**src/ccsw_pkg.sv**
```systemverilog
// ccsw_pkg: register map, field positions, reset values and codes for the
// machine-cycle clock divider with hardware switchback.
// assumes byte-wide special-register accesses from the core, one clock domain.
package ccsw_pkg;

  // special-register addresses
  localparam logic [7:0] ADDR_EXT_FLAG    = 8'h91; // external_flag_clock_select
  localparam logic [7:0] ADDR_POWER_CTRL  = 8'hc4; // power_management_control
  localparam logic [7:0] ADDR_SVC_STATUS  = 8'hc5; // service_and_serial_activity

  // power_management_control fields
  localparam int POS_DIV_HI     = 7;  // divider_sel_hi
  localparam int POS_DIV_LO     = 6;  // divider_sel_lo
  localparam int POS_SWB_EN     = 5;  // switchback_enable
  localparam int POS_AMP_OFF    = 3;  // crystal_amp_disable

  // external_flag_clock_select fields
  localparam int POS_SRC_XTAL   = 3;  // source_select_crystal
  localparam int POS_RING_ACT   = 2;  // ring_active_flag

  // service_and_serial_activity fields
  localparam int POS_PF_LEVEL   = 7;
  localparam int POS_HI_LEVEL   = 6;
  localparam int POS_LO_LEVEL   = 5;
  localparam int POS_XT_READY   = 4;
  localparam int POS_P1_TX      = 3;
  localparam int POS_P1_RX      = 2;
  localparam int POS_P0_TX      = 1;
  localparam int POS_P0_RX      = 0;

  // divider codes
  localparam logic [1:0] DIV_CODE_RSVD = 2'h0;
  localparam logic [1:0] DIV_CODE_4    = 2'h1;
  localparam logic [1:0] DIV_CODE_64   = 2'h2;
  localparam logic [1:0] DIV_CODE_1024 = 2'h3;

  // last count of the source-clock prescaler for each rate
  localparam logic [9:0] DIV_LAST_4    = 10'h003;
  localparam logic [9:0] DIV_LAST_64   = 10'h03f;
  localparam logic [9:0] DIV_LAST_1024 = 10'h3ff;

  // reset values
  localparam logic [1:0] RST_DIV_CODE  = DIV_CODE_4;
  localparam logic       RST_SWB_EN    = 1'b0;
  localparam logic       RST_AMP_OFF   = 1'b0;
  localparam logic       RST_SRC_XTAL  = 1'b1;
  localparam logic       RST_RING_ACT  = 1'b0;
  localparam logic       RST_XT_READY  = 1'b1;

  // machine cycles between an accepted divider or source write and its effect
  localparam logic [1:0] APPLY_DELAY_MC = 2'h2;

  // crystal clocks of warm-up after the amplifier is re-enabled
  localparam int unsigned XTAL_WARM_CLKS = 65536;

  // number of external interrupt sources and serial ports
  localparam int NUM_EXT_IRQ = 6;
  localparam int NUM_SERIAL  = 2;

  // crystal warm-up states
  typedef enum logic [2:0] {
    CCSW_XT_RUN  = 3'b001,
    CCSW_XT_OFF  = 3'b010,
    CCSW_XT_WARM = 3'b100
  } ccsw_xt_state_t;

endpackage

```
**src/ccsw_mcdiv.sv**
```systemverilog
// ccsw_mcdiv: prescaler turning source-clock ticks into machine-cycle ticks.
// assumes src_tick is a one-cycle pulse per selected oscillator clock.
`timescale 1ns/1ns
module ccsw_mcdiv
  import ccsw_pkg::*;
(
  input  wire logic       clock,    // system clock
  input  wire logic       resetn,   // synchronous reset, active low
  input  wire logic       clk_en,   // freezes all state while low
  input  wire logic       src_tick, // one oscillator clock has elapsed
  input  wire logic [1:0] code,     // active divider code
  output logic            mc_tick   // one machine cycle has elapsed
);
  typedef struct packed {
    logic [9:0] cnt;
    logic       tick;
  } ccsw_div_state_t;

  ccsw_div_state_t st_reg;
  ccsw_div_state_t st_next;
  logic [9:0]      last;

  always_comb begin
    case (code)
      DIV_CODE_64:   last = DIV_LAST_64;
      DIV_CODE_1024: last = DIV_LAST_1024;
      default:       last = DIV_LAST_4;
    endcase
    st_next = st_reg;
    st_next.tick = 1'b0;
    if (src_tick) begin
      // a rate drop below the current count wraps at once instead of running to 1023
      if (st_reg.cnt >= last) begin
        st_next.cnt  = 10'h000;
        st_next.tick = 1'b1;
      end else begin
        st_next.cnt = st_reg.cnt + 10'h001;
      end
    end
  end

  always_ff @(posedge clock) begin
    if (!resetn) begin
      st_reg <= '0;
    end else if (clk_en) begin
      st_reg <= st_next;
    end
  end

  assign mc_tick = st_reg.tick;
endmodule

```
**src/ccsw_clkctl.sv**
```systemverilog
// ccsw_clkctl: machine-cycle rate control, switchback, clock source and status.
// assumes the core presents byte special-register accesses and synchronous event pulses.
// Function
// divider code 01 = 4 clocks, 10 = 64, 11 = 1024; 00 reserved
// new divider rate takes effect after one more instruction cycle
// machine-cycle tick drives cpu, timers and serial baud alike
// 64 or 1024 may be selected only from the 4-clock rate
// hardware never enters a reduced rate by itself
// automatic return to 4 clocks only while switchback enable is set
// enabled valid external interrupt forces divider back to 4 clocks
// external interrupt wakes only if its priority could be taken now
// start-bit edge on enabled receiver restores the 4-clock rate
// write to either transmit buffer restores the 4-clock rate
// start-bit detection raises no interrupt, only switchback
// ring or crystal source both feed the same divider
// status 7..5 show power-fail, high, low level in service
// status 0/1 show port 0 receive and transmit activity
// status 2/3 show port 1 receive and transmit activity
// software checks serial activity clear before slowing down
// software exits by writing 4-clock code, then crystal source
// software checks service level before entering reduced rate
// software may enter low level service to block low wakeups
// software sets divider, then ring, then disables crystal
// flag bit 3 selects crystal, bit 2 reports ring active
// crystal amplifier disable settable only while ring selected
// crystal ready after warm-up count; crystal select blocked until then
// switchback leaves the clock source untouched
// reserved or illegal divider writes are ignored
// switchback beats a simultaneous software divider write
`timescale 1ns/1ns
module ccsw_clkctl
  import ccsw_pkg::*;
#(
  parameter int unsigned WARM_CLKS = XTAL_WARM_CLKS
)(
  input  wire logic                   clock,         // system clock, 250 MHz
  input  wire logic                   resetn,        // synchronous reset, active low
  input  wire logic                   clk_en,        // freezes all state while low
  input  wire logic [7:0]             sfr_addr,      // special-register address
  input  wire logic                   sfr_wr,        // write strobe
  input  wire logic [7:0]             sfr_wdata,     // write data
  input  wire logic                   sfr_rd,        // read strobe
  output logic      [7:0]             sfr_rdata,     // read data, one cycle after sfr_rd
  input  wire logic                   xtal_tick,     // one crystal clock elapsed
  input  wire logic                   ring_tick,     // one ring clock elapsed
  input  wire logic [NUM_EXT_IRQ-1:0] ext_irq_req,   // enabled external source requesting
  input  wire logic [NUM_EXT_IRQ-1:0] ext_irq_high,  // source set to high priority
  input  wire logic                   pf_in_service, // power-fail level in service
  input  wire logic                   hi_in_service, // high level in service
  input  wire logic                   lo_in_service, // low level in service
  input  wire logic [NUM_SERIAL-1:0]  rx_enable,     // receiver enabled per port
  input  wire logic [NUM_SERIAL-1:0]  rx_start_edge, // start-bit leading edge per port
  input  wire logic [NUM_SERIAL-1:0]  tx_buf_write,  // transmit buffer written per port
  input  wire logic [NUM_SERIAL-1:0]  rx_busy,       // word being received per port
  input  wire logic [NUM_SERIAL-1:0]  tx_busy,       // transmission shifting per port
  output logic                        mc_tick,       // machine-cycle enable for all units
  output logic      [1:0]             rate_code,     // divider code now in force
  output logic                        ring_select,   // clock taken from the ring
  output logic                        crystal_amp_disable // crystal amplifier off
);
  typedef struct packed {
    logic [1:0]     div_code;
    logic [1:0]     act_code;
    logic [1:0]     div_wait;
    logic           swb_en;
    logic           amp_off;
    logic           src_xtal;
    logic           ring_act;
    logic [1:0]     src_wait;
    logic           xt_ready;
    ccsw_xt_state_t xt_state;
    logic [15:0]    xt_cnt;
    logic [7:0]     rdata;
  } ccsw_state_t;

  localparam logic [15:0] WARM_LAST = 16'(WARM_CLKS - 1);

  ccsw_state_t            st_reg;
  ccsw_state_t            st_next;
  logic                   div_tick;
  logic                   src_tick;
  logic [1:0]             wr_code;
  logic                   wr_pmr;
  logic                   wr_external_flag_clock_select;
  logic                   code_ok;
  logic                   ext_wake;
  logic                   sb_event;
  logic [NUM_SERIAL-1:0]  ser_wake;
  logic [NUM_EXT_IRQ-1:0] irq_takeable;

  function automatic logic hit(input logic [7:0] addr, input logic [7:0] off);
    hit = (addr == off);
  endfunction

  // the selected source feeds one prescaler for every rate
  assign src_tick = st_reg.ring_act ? ring_tick : xtal_tick;

  ccsw_mcdiv u_div (
    .clock    (clock),
    .resetn   (resetn),
    .clk_en   (clk_en),
    .src_tick (src_tick),
    .code     (st_reg.act_code),
    .mc_tick  (div_tick)
  );

  // a source may wake only if the controller could take it at this moment
  genvar gi;
  generate
    for (gi = 0; gi < NUM_EXT_IRQ; gi++) begin : g_irq
      assign irq_takeable[gi] = ext_irq_req[gi] && !pf_in_service && !hi_in_service &&
                                (ext_irq_high[gi] || !lo_in_service);
    end
    for (gi = 0; gi < NUM_SERIAL; gi++) begin : g_ser
      // start edge only wakes the rate; the receive interrupt stays with the port
      assign ser_wake[gi] = (rx_enable[gi] && rx_start_edge[gi]) || tx_buf_write[gi];
    end
  endgenerate

  assign ext_wake = |irq_takeable;
  assign sb_event = st_reg.swb_en && (ext_wake || (|ser_wake));
  assign wr_pmr   = sfr_wr && hit(sfr_addr, ADDR_POWER_CTRL);
  assign wr_external_flag_clock_select  = sfr_wr && hit(sfr_addr, ADDR_EXT_FLAG);
  assign wr_code  = {sfr_wdata[POS_DIV_HI], sfr_wdata[POS_DIV_LO]};
  // reduced rates only while 4 clocks is both stored and running; a pending return
  // from one reduced rate must not be turned straight into the other
  assign code_ok  = (wr_code == DIV_CODE_4) ||
                    ((wr_code != DIV_CODE_RSVD) && (st_reg.div_code == DIV_CODE_4) &&
                     (st_reg.act_code == DIV_CODE_4));

  always_comb begin
    st_next = st_reg;

    // divider field: only software enters a reduced rate
    if (sb_event) begin
      st_next.div_code = DIV_CODE_4;
      st_next.act_code = DIV_CODE_4;
      st_next.div_wait = 2'h0;
    end else if (wr_pmr && code_ok) begin
      st_next.div_code = wr_code;
      st_next.div_wait = APPLY_DELAY_MC;
    end else if (div_tick && (st_reg.div_wait != 2'h0)) begin
      // second machine-cycle tick after the write: one full cycle has passed
      st_next.div_wait = st_reg.div_wait - 2'h1;
      if (st_reg.div_wait == 2'h1) begin
        st_next.act_code = st_reg.div_code;
      end
    end

    if (wr_pmr) begin
      st_next.swb_en = sfr_wdata[POS_SWB_EN];
      if (!sfr_wdata[POS_AMP_OFF]) begin
        st_next.amp_off = 1'b0;
      end else if (!st_reg.src_xtal) begin
        st_next.amp_off = 1'b1;
      end
    end

    // source select follows software only; switchback never touches it
    if (wr_external_flag_clock_select) begin
      if (!sfr_wdata[POS_SRC_XTAL]) begin
        st_next.src_xtal = 1'b0;
        st_next.src_wait = APPLY_DELAY_MC;
      end else if (st_reg.xt_ready && !st_reg.amp_off) begin
        st_next.src_xtal = 1'b1;
        st_next.src_wait = APPLY_DELAY_MC;
      end
    end else if (div_tick && (st_reg.src_wait != 2'h0)) begin
      st_next.src_wait = st_reg.src_wait - 2'h1;
      if (st_reg.src_wait == 2'h1) begin
        st_next.ring_act = !st_reg.src_xtal;
      end
    end

    // crystal warm-up after the amplifier is re-enabled
    case (st_reg.xt_state)
      CCSW_XT_RUN: begin
        if (st_next.amp_off) begin
          st_next.xt_state = CCSW_XT_OFF;
          st_next.xt_ready = 1'b0;
        end
      end
      CCSW_XT_OFF: begin
        if (!st_next.amp_off) begin
          st_next.xt_state = CCSW_XT_WARM;
          st_next.xt_cnt   = 16'h0000;
        end
      end
      CCSW_XT_WARM: begin
        if (st_next.amp_off) begin
          st_next.xt_state = CCSW_XT_OFF;
        end else if (xtal_tick) begin
          if (st_reg.xt_cnt == WARM_LAST) begin
            st_next.xt_state = CCSW_XT_RUN;
            st_next.xt_ready = 1'b1;
          end else begin
            st_next.xt_cnt = st_reg.xt_cnt + 16'h0001;
          end
        end
      end
      default: begin
        st_next.xt_state = CCSW_XT_RUN;
      end
    endcase

    // register read; unowned bits read zero
    if (sfr_rd) begin
      st_next.rdata = 8'h00;
      if (hit(sfr_addr, ADDR_POWER_CTRL)) begin
        st_next.rdata[POS_DIV_HI]  = st_reg.div_code[1];
        st_next.rdata[POS_DIV_LO]  = st_reg.div_code[0];
        st_next.rdata[POS_SWB_EN]  = st_reg.swb_en;
        st_next.rdata[POS_AMP_OFF] = st_reg.amp_off;
      end else if (hit(sfr_addr, ADDR_EXT_FLAG)) begin
        st_next.rdata[POS_SRC_XTAL] = st_reg.src_xtal;
        st_next.rdata[POS_RING_ACT] = st_reg.ring_act;
      end else if (hit(sfr_addr, ADDR_SVC_STATUS)) begin
        st_next.rdata[POS_PF_LEVEL] = pf_in_service;
        st_next.rdata[POS_HI_LEVEL] = hi_in_service;
        st_next.rdata[POS_LO_LEVEL] = lo_in_service;
        st_next.rdata[POS_XT_READY] = st_reg.xt_ready;
        st_next.rdata[POS_P0_RX]    = rx_busy[0];
        st_next.rdata[POS_P0_TX]    = tx_busy[0];
        st_next.rdata[POS_P1_RX]    = rx_busy[1];
        st_next.rdata[POS_P1_TX]    = tx_busy[1];
      end
    end
  end

  always_ff @(posedge clock) begin
    if (!resetn) begin
      st_reg          <= '0;
      st_reg.div_code <= RST_DIV_CODE;
      st_reg.act_code <= RST_DIV_CODE;
      st_reg.swb_en   <= RST_SWB_EN;
      st_reg.amp_off  <= RST_AMP_OFF;
      st_reg.src_xtal <= RST_SRC_XTAL;
      st_reg.ring_act <= RST_RING_ACT;
      st_reg.xt_ready <= RST_XT_READY;
      st_reg.xt_state <= CCSW_XT_RUN;
    end else if (clk_en) begin
      st_reg <= st_next;
    end
  end

  assign mc_tick             = div_tick;
  assign rate_code           = st_reg.act_code;
  assign ring_select         = st_reg.ring_act;
  assign crystal_amp_disable = st_reg.amp_off;
  assign sfr_rdata           = st_reg.rdata;
endmodule

```
**config.mk**
```make
export PLATFORM = sky130hd
export DESIGN_NAME = ccsw_clkctl
export DESIGN_NICKNAME = d
export VERILOG_FILES = /design/src/ccsw_pkg.sv /design/src/ccsw_mcdiv.sv /design/src/ccsw_clkctl.sv
export SDC_FILE = /design/constraint.sdc
export NUM_CORES = 1
export LEC_CHECK = 0
export BUFFER_PORTS_ARGS = -buffer_cell sky130_fd_sc_hd__buf_2
export CAP_MARGIN = 25
export CORE_AREA = 5 5 116 91
export DETAILED_ROUTE_END_ITERATION = 10
export DIE_AREA = 0 0 121 96
export GPL_ROUTABILITY_DRIVEN = 0
export MAX_ROUTING_LAYER = met4
export PLACE_DENSITY_LB_ADDON = 0.3
export SLEW_MARGIN = 40
export SYNTH_ARGS = -nofsm -noshare
export SYNTH_HDL_FRONTEND = slang
export SYNTH_HIERARCHICAL = 1
export SYNTH_SLANG_ARGS = --single-unit
```
**constraint.sdc**
```tcl
create_clock -name clock -period 5.2 [get_ports clock]
set_input_delay 1.04 -clock clock [delete_from_list [all_inputs] [get_ports clock]]
set_output_delay 1.04 -clock clock [all_outputs]
set_load 0.1 [all_outputs]
```
==> impl.org, run 1 <==
** Critical path
- Crit path buf inv count :: 1
- Required time reported for the critical path endpoint :: 5.35 ns
- The worst setup path is captured at a flip-flop.
- Worst Setup Path Type :: in -> reg
- The number of cells on the worst reg-to-reg path is 5.
- In this run the worst setup path begins at sfr_addr[1].
- For the worst setup path, the data arrival time is about 3.2 ns.
- The signal on the critical path passes through buf_2 > nor4b_1 > a41oi_1 > or2_2 > a311oi_1 > o32ai_1.
- Max FO, Critical Path :: 6
- Flop2flop setup slack :: between 2 and 3 ns
- Worst reg2reg startpoint :: st_reg[11]
- The slowest stage of the critical path belongs to the cell sky130_fd_sc_hd__a311oi_1.
- Cell type group with the largest total delay on the critical path :: compound AO/OA/AOI/OAI gates
- The worst register-to-register path ends at st_reg[26].
- The worst setup path is launched from an input port.
- Delay contributed by the slowest stage of the critical path :: 0.56 ns

** Run status
- Run status :: finished, final reports clean

** STA
- On the final layout, the worst clock skew is around 0.007 ns.
- RSZ-0062 raised after global routing :: false
- Slew HR :: 50.6%
- Max Clk Rate :: 0.332 GHz
- Setup violations remaining at the end of the flow were counted as 0.
- After layout, the worst setup slack is between 2 and 2.5 ns.
- Final hold violations :: 0
- Worst Max-Slew Pin Slew :: 0.735 ns
- The total count of max-transition violations in the final report is 0.
- Fraction of the cycle the final worst path needs :: 57.9%
- For the final routed database, the setup TNS stands at 0 ns.
- Time the worst path needs with I/O delays and setup :: about 3 ns

** Min path
- Min-Delay Path Depth :: 2
- In this run the most critical hold path is launched from sfr_rdata[2].
- The path with the worst hold slack has its endpoint at sfr_rdata[2].
- Min-Delay Path Class :: reg -> reg

** Power and ir drop
- The completed layout was analyzed and its total power is approximately 0.00087 W.
- Dividing total power by cell area gives a power density of 238 nW/um^2.
- P_leak :: roughly 1.3 nW
- IR analysis of the VDD net gives a maximum drop of around 0.11 mV.

** GRT
- Number of global-route vias before repair :: 2758
- Entering global routing, the biggest net connects 26 pins.
- Initial antenna violation count :: 0
- Remaining Overflow, GRT :: 0
- For this run, the total global-route usage over all layers was measured as between 10 and 15%.
- The first global-routing pass estimated 13200 microns of wire.

** Floorplan
- Height of the die :: 96 microns
- The die is roughly 120 microns wide.
- Core box area :: a little over 9000 sq um
- IO Count :: 61
- Initial standard-cell utilization of the core :: roughly a third
- In this run the core area contains 31 standard-cell rows.
- The floorplan step defined a die boundary enclosing approximately 12000 sq um.

** Routing
- Detailed routing inserted a total of 3054 vias.
- Mean routed wirelength per cell :: 14.4 microns
- Detailed Route Iter0 Violations :: 216
- Detail Route Antenna Nets :: 0
- The routed design has approximately 7900 microns of wire.
- # DRC :: 0
- Via/cell ratio :: roughly 5.6
- Count of TritonRoute iterations in the first routing pass :: 5

** Logic synthesis
- For this run, asynchronously set or reset flops after synthesis account for 0%.
- Yosys printed 6 warnings.
- Per-instance average area after synthesis :: between 8 and 9 sq um
- Syn_nets :: ~430
- Among all cell types in the netlist, the one instantiated most often is sky130_fd_sc_hd__dfxtp_1.
- Synthesis inferred between 50 and 60 register bits.
- Count of unique library cells instantiated by Yosys :: 71
- Largest cells by area after synthesis :: sky130_fd_sc_hd__dfxtp_1 (32%), sky130_fd_sc_hd__nand2_1 (4.0%), sky130_fd_sc_hd__ha_1 (3.9%)
- Of all cell types, the one taking the most synthesized area is sky130_fd_sc_hd__dfxtp_1.
- Netlist area before placement :: 3170 sq um
- By count the netlist is led by sky130_fd_sc_hd__dfxtp_1 (51), sky130_fd_sc_hd__nand2_1 (34), sky130_fd_sc_hd__nor2_1 (27), sky130_fd_sc_hd__nand3_1 (18), sky130_fd_sc_hd__nand4_1 (16).
- Number of standard cells after synthesis :: between 300 and 400
- Summed over its instances, the top area cell type makes up between 30 and 40% of the synthesized netlist area.
- Number of enable flip-flop cells after synthesis :: 0
- Among all flip-flop cells after synthesis, the most frequent one is sky130_fd_sc_hd__dfxtp_1.
- Sequential fraction of the synthesis area :: roughly 32%

** Run
- Maximum capacitance violations :: 0

** Placement
- Summing all placed instances gives a cell area of ~3500 sq um.
- After detailed placement, the design holds a cell count of 542.
- The HPWL after detailed placement is around 5800 microns.
- OpenSTA, run right after detailed placement, puts the worst setup slack at 1.92 ns.
- Port Buffer Count :: 56

** Clock tree
- CTS Hold Bufs :: 0
- The clock reaches the later pin of the worst-skew pair after between 0.2 and 0.3 ns.
- The clock passes through at most 2 buffers.
- CTS H-Tree Depth :: 2
- Buffers inserted during post-CTS setup optimization :: 0
- Clock-pin slew reported for the worst setup and hold paths after clock tree synthesis :: ~0.07 ns
- TritonCTS clock tree :: done
- Clock tree synthesis selected as its root buffer the cell sky130_fd_sc_hd__clkbuf_16.
- Clock buffers created by TritonCTS :: 5
- TritonCTS sink count :: 51
- After clock tree synthesis, the repair step resized 0 gates.

** Layout
- In the final design database the tool counted between 400 and 500 nets.
- For this run, the number of standard cells in the final layout without fillers is 550.
- Relative area change from synthesis to final layout :: 15.3%
- Cells with a size suffix above 1 make up about a fifth of the layout.
- The number of antenna diodes in the final layout is 0.
- With fillers left out, the area of the finished cells amounts to between 3000 and 4000 sq um.
- Flip-flop count of the largest register, all copies and words added :: 28
==> stage by stage <==
step / hold slack, ns / utilization (%)
2_1_floorplan: 0.450 / -
3_3_place_gp: 0.463 / 37.1
3_5_place_dp: 0.469 / 37.1
4_1_cts: 0.479 / 39.2
5_1_grt: 0.512 / 39.2
6_report: 0.481 / 39.2
==> metal layers <==
layer	up-vias	GRT usage [%]	share of wire, %
met5	-	-	0
met2	75	20.2	41
met3	7	2.88	5.5
li1	1522	-	-
met4	0	3.40	0.85
met1	1450	20.3	52
==> cell type report <==
type | instances | area [sq um]
fill | 967 | 5690
clock inverter | 2 | 60.1
timing repair buffer | 56 | 280
inverter | 14 | 52.6
sequential | 51 | 1020
tap | 132 | 165
clock buffer | 6 | 129
multi-input combinational | 289 | 1950
==> power by group <==
part	switching [W]	internal (W)	total (W)	leakage, nW
logic	0.0000322	0.0000215	0.0000537	0.823
clock network	0.000149	0.000276	0.000425	0.0911
registers	0.00000106	0.000391	0.000392	0.411
==> worst register-to-register path, delay by kind of cell, from the launching register on <==
family           cells  cell delay [ns]
AO/OA/AOI/OAI        2             0.75
AND/OR/NAND/NOR      3             1.03
flip-flops           1             0.40
==> layout by cell type, fill, tap and decap left out, drive strengths merged, types with 4 or more instances in the layout <==
master,n
ha,10
a21o,4
nand4,17
a211oi,5
and4,5
o21ai,12
nor4,4
nand2b,6
xor2,7
or4,11
a31oi,8
a21oi,15
nor2,28
o31ai,12
clkbuf,6
dfxtp,51
inv,13
buf,56
nand2,34
or3,4
a41oi,4
nor3,7
mux2i,4
and2,7
a22oi,5
and3,4
or2,4
nand3,18
nor2b,6
o211ai,8
==> cells by family after synthesis <==
group	count (synthesis)	share of synthesized area (%)
buffers and inverters	35	6.46
AND/OR/NAND/NOR	172	31.9
flip-flops	51	32.2
multiplexers	5	1.62
AO/OA/AOI/OAI	95	22.0
XOR/XNOR	7	1.93
adder cells (fa/ha/maj)	10	3.94
==> worst max path at each step <==
stage	endpoint	slack, ns	depth (start not counted)
after floorplan	st_reg[20]	2.31	6
after global placement	st_reg[13]	1.67	6
after global routing	st_reg[26]	1.98	6
after CTS	st_reg[26]	2.20	6
after detailed placement	st_reg[26]	1.92	6
final	st_reg[26]	2.19	6
Note: power is estimated with default switching activity, not from simulation.
==> run 2: changes to the inputs <==
- ABC_AREA: default -> 1
- CORE_AREA: 5 5 116 91 -> 5 5 117 91
- DIE_AREA: 0 0 121 96 -> 0 0 122 96
- clock period: 5.2 -> 3.1 ns (I/O delays scaled with it)
==> run 2 against run 1 <==
Hold slack got worse by 0.015 ns. Sequential cell count unchanged. Final cell count is 22% higher. Critical path depth increased by 7. Largest cell class unchanged. Cell area grew 0.89%. Critical endpoint is now st_reg[14]. Combinational power rose to 4.9 times the previous value.
==> impl.org, run 2 <==
** GRT
- Entering global routing, the biggest net connects 24 pins.
- Global routing used 18.6% of the available met1 tracks.
- Peak-usage layer in the global routing report :: met2
- Initial antenna violation count :: 0
- In the global route stage, met3 resource usage came out at about 2.8%.
- Number of global-route vias before repair :: 2946
- Remaining Overflow, GRT :: 0
- The first global-routing pass estimated between 10000 and 15000 microns of wire.
- For this run, the total global-route usage over all layers was measured as roughly 14%.
- For this run, global-route usage on met2 was measured as approximately 22%.

** Critical path
- Max FO, Critical Path :: 17
- Across all register-to-register paths, the minimum setup slack is 1.06 ns.
- Arrival @ worst endpoint :: 2.20 ns
- Among all stages on the critical path, the largest delay is contributed by sky130_fd_sc_hd__nor2_4.
- Worst Setup Path Type :: in -> reg
- Cell repeated most along the worst path :: sky130_fd_sc_hd__nand2_2
- Delay contributed by the slowest stage of the critical path :: around 0.36 ns
- Kind of start point of the critical path :: input port
- Worst Setup End Kind :: flip-flop
- At the worst endpoint, the required time is 3.24 ns.
- Cells along the critical path :: buf_2 > inv_1 > nand2_1 > nor2_1 > nand3_1 > nand2_2 > nand2_2 > inv_1 > nand2_2 > nor2_4 > inv_6 > nand2_1 > a21oi_1

** Clock tree
- CTS Hold Bufs :: 0
- The longest clock path from root to sink contains 2 buffers.
- Buffers inserted during post-CTS setup optimization :: 0
- The tree built by TritonCTS fans out to 51 sinks.
- Clock buffers created by TritonCTS :: 5
- CTS H-Tree Depth :: 2
- Clock-pin slew reported for the worst setup and hold paths after clock tree synthesis :: ~0.070 ns
- TritonCTS built the clock tree.
- Buffer type at the clock tree root :: sky130_fd_sc_hd__clkbuf_16
- Skew-Pair Late Insertion Delay :: 0.28 ns
- Quantity of gates resized following cts :: 0

** Floorplan
- The core region is 9430 sq um.
- The initial utilization of the core area, before any placement, comes to roughly 34%.
- Die outline width :: ~120 microns
- IO Count :: 61
- Height of the die :: 96 microns
- Die Area :: about 12000 sq um
- Row generation in the floorplan step produced 31 rows.

** Logic synthesis
- By area the synthesized netlist is led by sky130_fd_sc_hd__dfxtp_1 (32%), sky130_fd_sc_hd__nand2_1 (16%), sky130_fd_sc_hd__nor2_1 (7.4%).
- After Yosys synthesis, full adders, half adders and majority gates account for a little under 4% of the synthesized area.
- In this run, synthesis inferred 0 flip-flops with an integrated enable.
- Cell taking the most area after synthesis :: sky130_fd_sc_hd__dfxtp_1
- Synth cell count leaders :: sky130_fd_sc_hd__nand2_1 (136), sky130_fd_sc_hd__nor2_1 (63), sky130_fd_sc_hd__inv_1 (54), sky130_fd_sc_hd__dfxtp_1 (51), sky130_fd_sc_hd__nand3_1 (41)
- Number of standard cells after synthesis :: 493
- Number of warning messages in the yosys log :: 6
- Netlist area before placement :: between 3000 and 4000 sq um
- Of the total synthesized cell area, the portion taken by XOR and XNOR cells is 6.00%.
- The synthesized design contains around 50 register bits.
- Count of unique library cells instantiated by Yosys :: 35
- Summed over its instances, the top area cell type makes up 31.8% of the synthesized netlist area.
- Predominant post-synthesis flop cell :: sky130_fd_sc_hd__dfxtp_1
- Summing the areas of all compound-gate instances in the mapped netlist gives 9.78% of the synthesized area.
- Synthesis produced a netlist with a net count of about 550.
- For this run, asynchronously set or reset flops after synthesis account for 0%.
- Per-instance average area after synthesis :: around 6.5 sq um
- Multiplexer share of the synthesized area :: less than 1%
- Cell with the most instances after synthesis :: sky130_fd_sc_hd__nand2_1
- Sequential fraction of the synthesis area :: about a third
- Combinational family with the most area after synthesis :: simple AND/OR/NAND/NOR gates
- Area fraction in and, or, nand and nor cells after synthesis :: between 30% and 40%

** Placement
- In this run, placement finished with an instance count of 663.
- After legalization and detailed placement, the total HPWL measured 5730 microns.
- OpenSTA, run right after detailed placement, puts the worst setup slack at about 0.7 ns.
- Input and output buffers added on the ports amount to 56.

** Routing
- Detailed Route Iter0 Violations :: 199
- Wires add up to 7610 microns.
- The count of nets left with antenna violations once routing finished came out at 0.
- # DRC :: 0
- The detailed router placed 3113 vias in this run.
- Dividing the detail-routed wire length by the instance count gives ~11 microns.
- Count of TritonRoute iterations in the first routing pass :: 5
- After detailed routing, the number of vias per cell comes to between 4 and 5.

** STA
- For the final routed database, the setup TNS stands at 0 ns.
- Setup repair after global routing left no endpoint under its margin.
- Hold is met by approximately 0.47 ns.
- Fraction of the cycle the final worst path needs :: between 60% and 70%
- Counting I/O delays and the setup requirement, the final critical path takes slightly above 2 ns.
- Setup violations remaining at the end of the flow were counted as 0.
- Max Clk Rate :: 0.485 GHz
- Final Slew Violations :: 0
- Setup clock skew after layout :: ~0.0056 ns
- The worst pin sits at a relative slew slack of 49.2%.
- Worst Max-Slew Pin Slew :: around 0.76 ns
- Smallest setup slack after layout :: 1.04 ns
- The final-report hold violation count is 0.

** Layout
- Multi-input gate area :: between 1500 and 2000 sq um
- Registers take between 1000 and 1500 sq um.
- Measured on the finished design, the core utilization comes to just under 40%.
- 0 antenna diodes ended up in the layout.
- Fill cells in the final layout number 1006.
- Non-filler cells in the finished layout :: about 670
- The post-route netlist has between 10% and 20% of its cells at a drive strength greater than 1.
- The net count of the finished layout is between 500 and 600.
- Flip-flop count of the largest register, all copies and words added :: 28
- Leading cell types in the layout, fill and taps excluded :: sky130_fd_sc_hd__nand2_1 (136), sky130_fd_sc_hd__nor2_1 (63), sky130_fd_sc_hd__buf_2 (56)
- Most common library cell in the layout ignoring fill and taps :: sky130_fd_sc_hd__nand2_1
- From synthesis to final layout, the design area changed by 15.0%.

** Power and ir drop
- Peak supply drop :: 0.204 mV
- Power density over the cells :: between 400 and 500 nW/um^2
- P_leak :: around 1.6 nW

** Run status
- The run finished with clean final reports.

** Min path
- Min-Delay Path Class :: reg -> reg

** Run
- Maximum capacitance violations :: 0
[run 2: cell types whose count changed after synthesis, moves of 11 or more]
cell,delta
sky130_fd_sc_hd__nand2_1,+102
sky130_fd_sc_hd__inv_1,+41
sky130_fd_sc_hd__nor2_1,+36
sky130_fd_sc_hd__nand3_1,+23
sky130_fd_sc_hd__a21oi_1,+20
sky130_fd_sc_hd__o31ai_1,-11
[run 2: path summary, 6_finish.rpt]
check / from / to / cells after the start
min: sfr_rdata[0] / sfr_rdata[0] / 2
max: sfr_addr[1] / st_reg[14] / 13
max reg2reg: st_reg[8] / st_reg[14] / 9
min reg2reg: sfr_rdata[0] / sfr_rdata[0] / 2
[run 2: routing by layer]
layer  share of wire (%)  up-vias
li1                    -     1659
met2                  41       81
met5                   0        -
met4                0.95        0
met3                 7.5        7
met1                  51     1366
[run 2: cell type report]
| cell class | count | area share [%] |
|---|---|---|
| Timing Repair Buffer | 56 | 7.59 |
| Tap cell | 132 | 4.47 |
| Sequential cell | 51 | 27.7 |
| Clock buffer | 8 | 4.24 |
| Multi-Input combinational cell | 367 | 50.1 |
| Inverter | 57 | 5.93 |
[run 2: metrics by stage]
step	power [W]	instance area, sq um
5_1_grt	0.00164	3690
2_1_floorplan	0.000910	3210
3_3_place_gp	0.000976	3540
6_report	0.00154	3690
3_5_place_dp	0.000981	3540
4_1_cts	0.00156	3690
[run 2: worst max-delay path: cells and delay by family]
kind | cells | cell delay [ns]
AOI/OAI and AO/OA | 1 | 0.07
buffers and inverters | 4 | 0.42
and+or+nand+nor | 8 | 1.08
[run 2: cell families after synthesis]
logic type | count (synthesis)
mux | 1
flops | 51
xor+xnor | 22
simple gates | 277
buf+inv | 75
fa+ha+maj | 10
compound gates | 57
[run 2: power by group]
| part | switching, W | internal, W |
|---|---|---|
| clock | 0.000231 | 0.000344 |
| combinational | 0.000171 | 0.0000895 |
| sequential | 0.0000262 | 0.000680 |
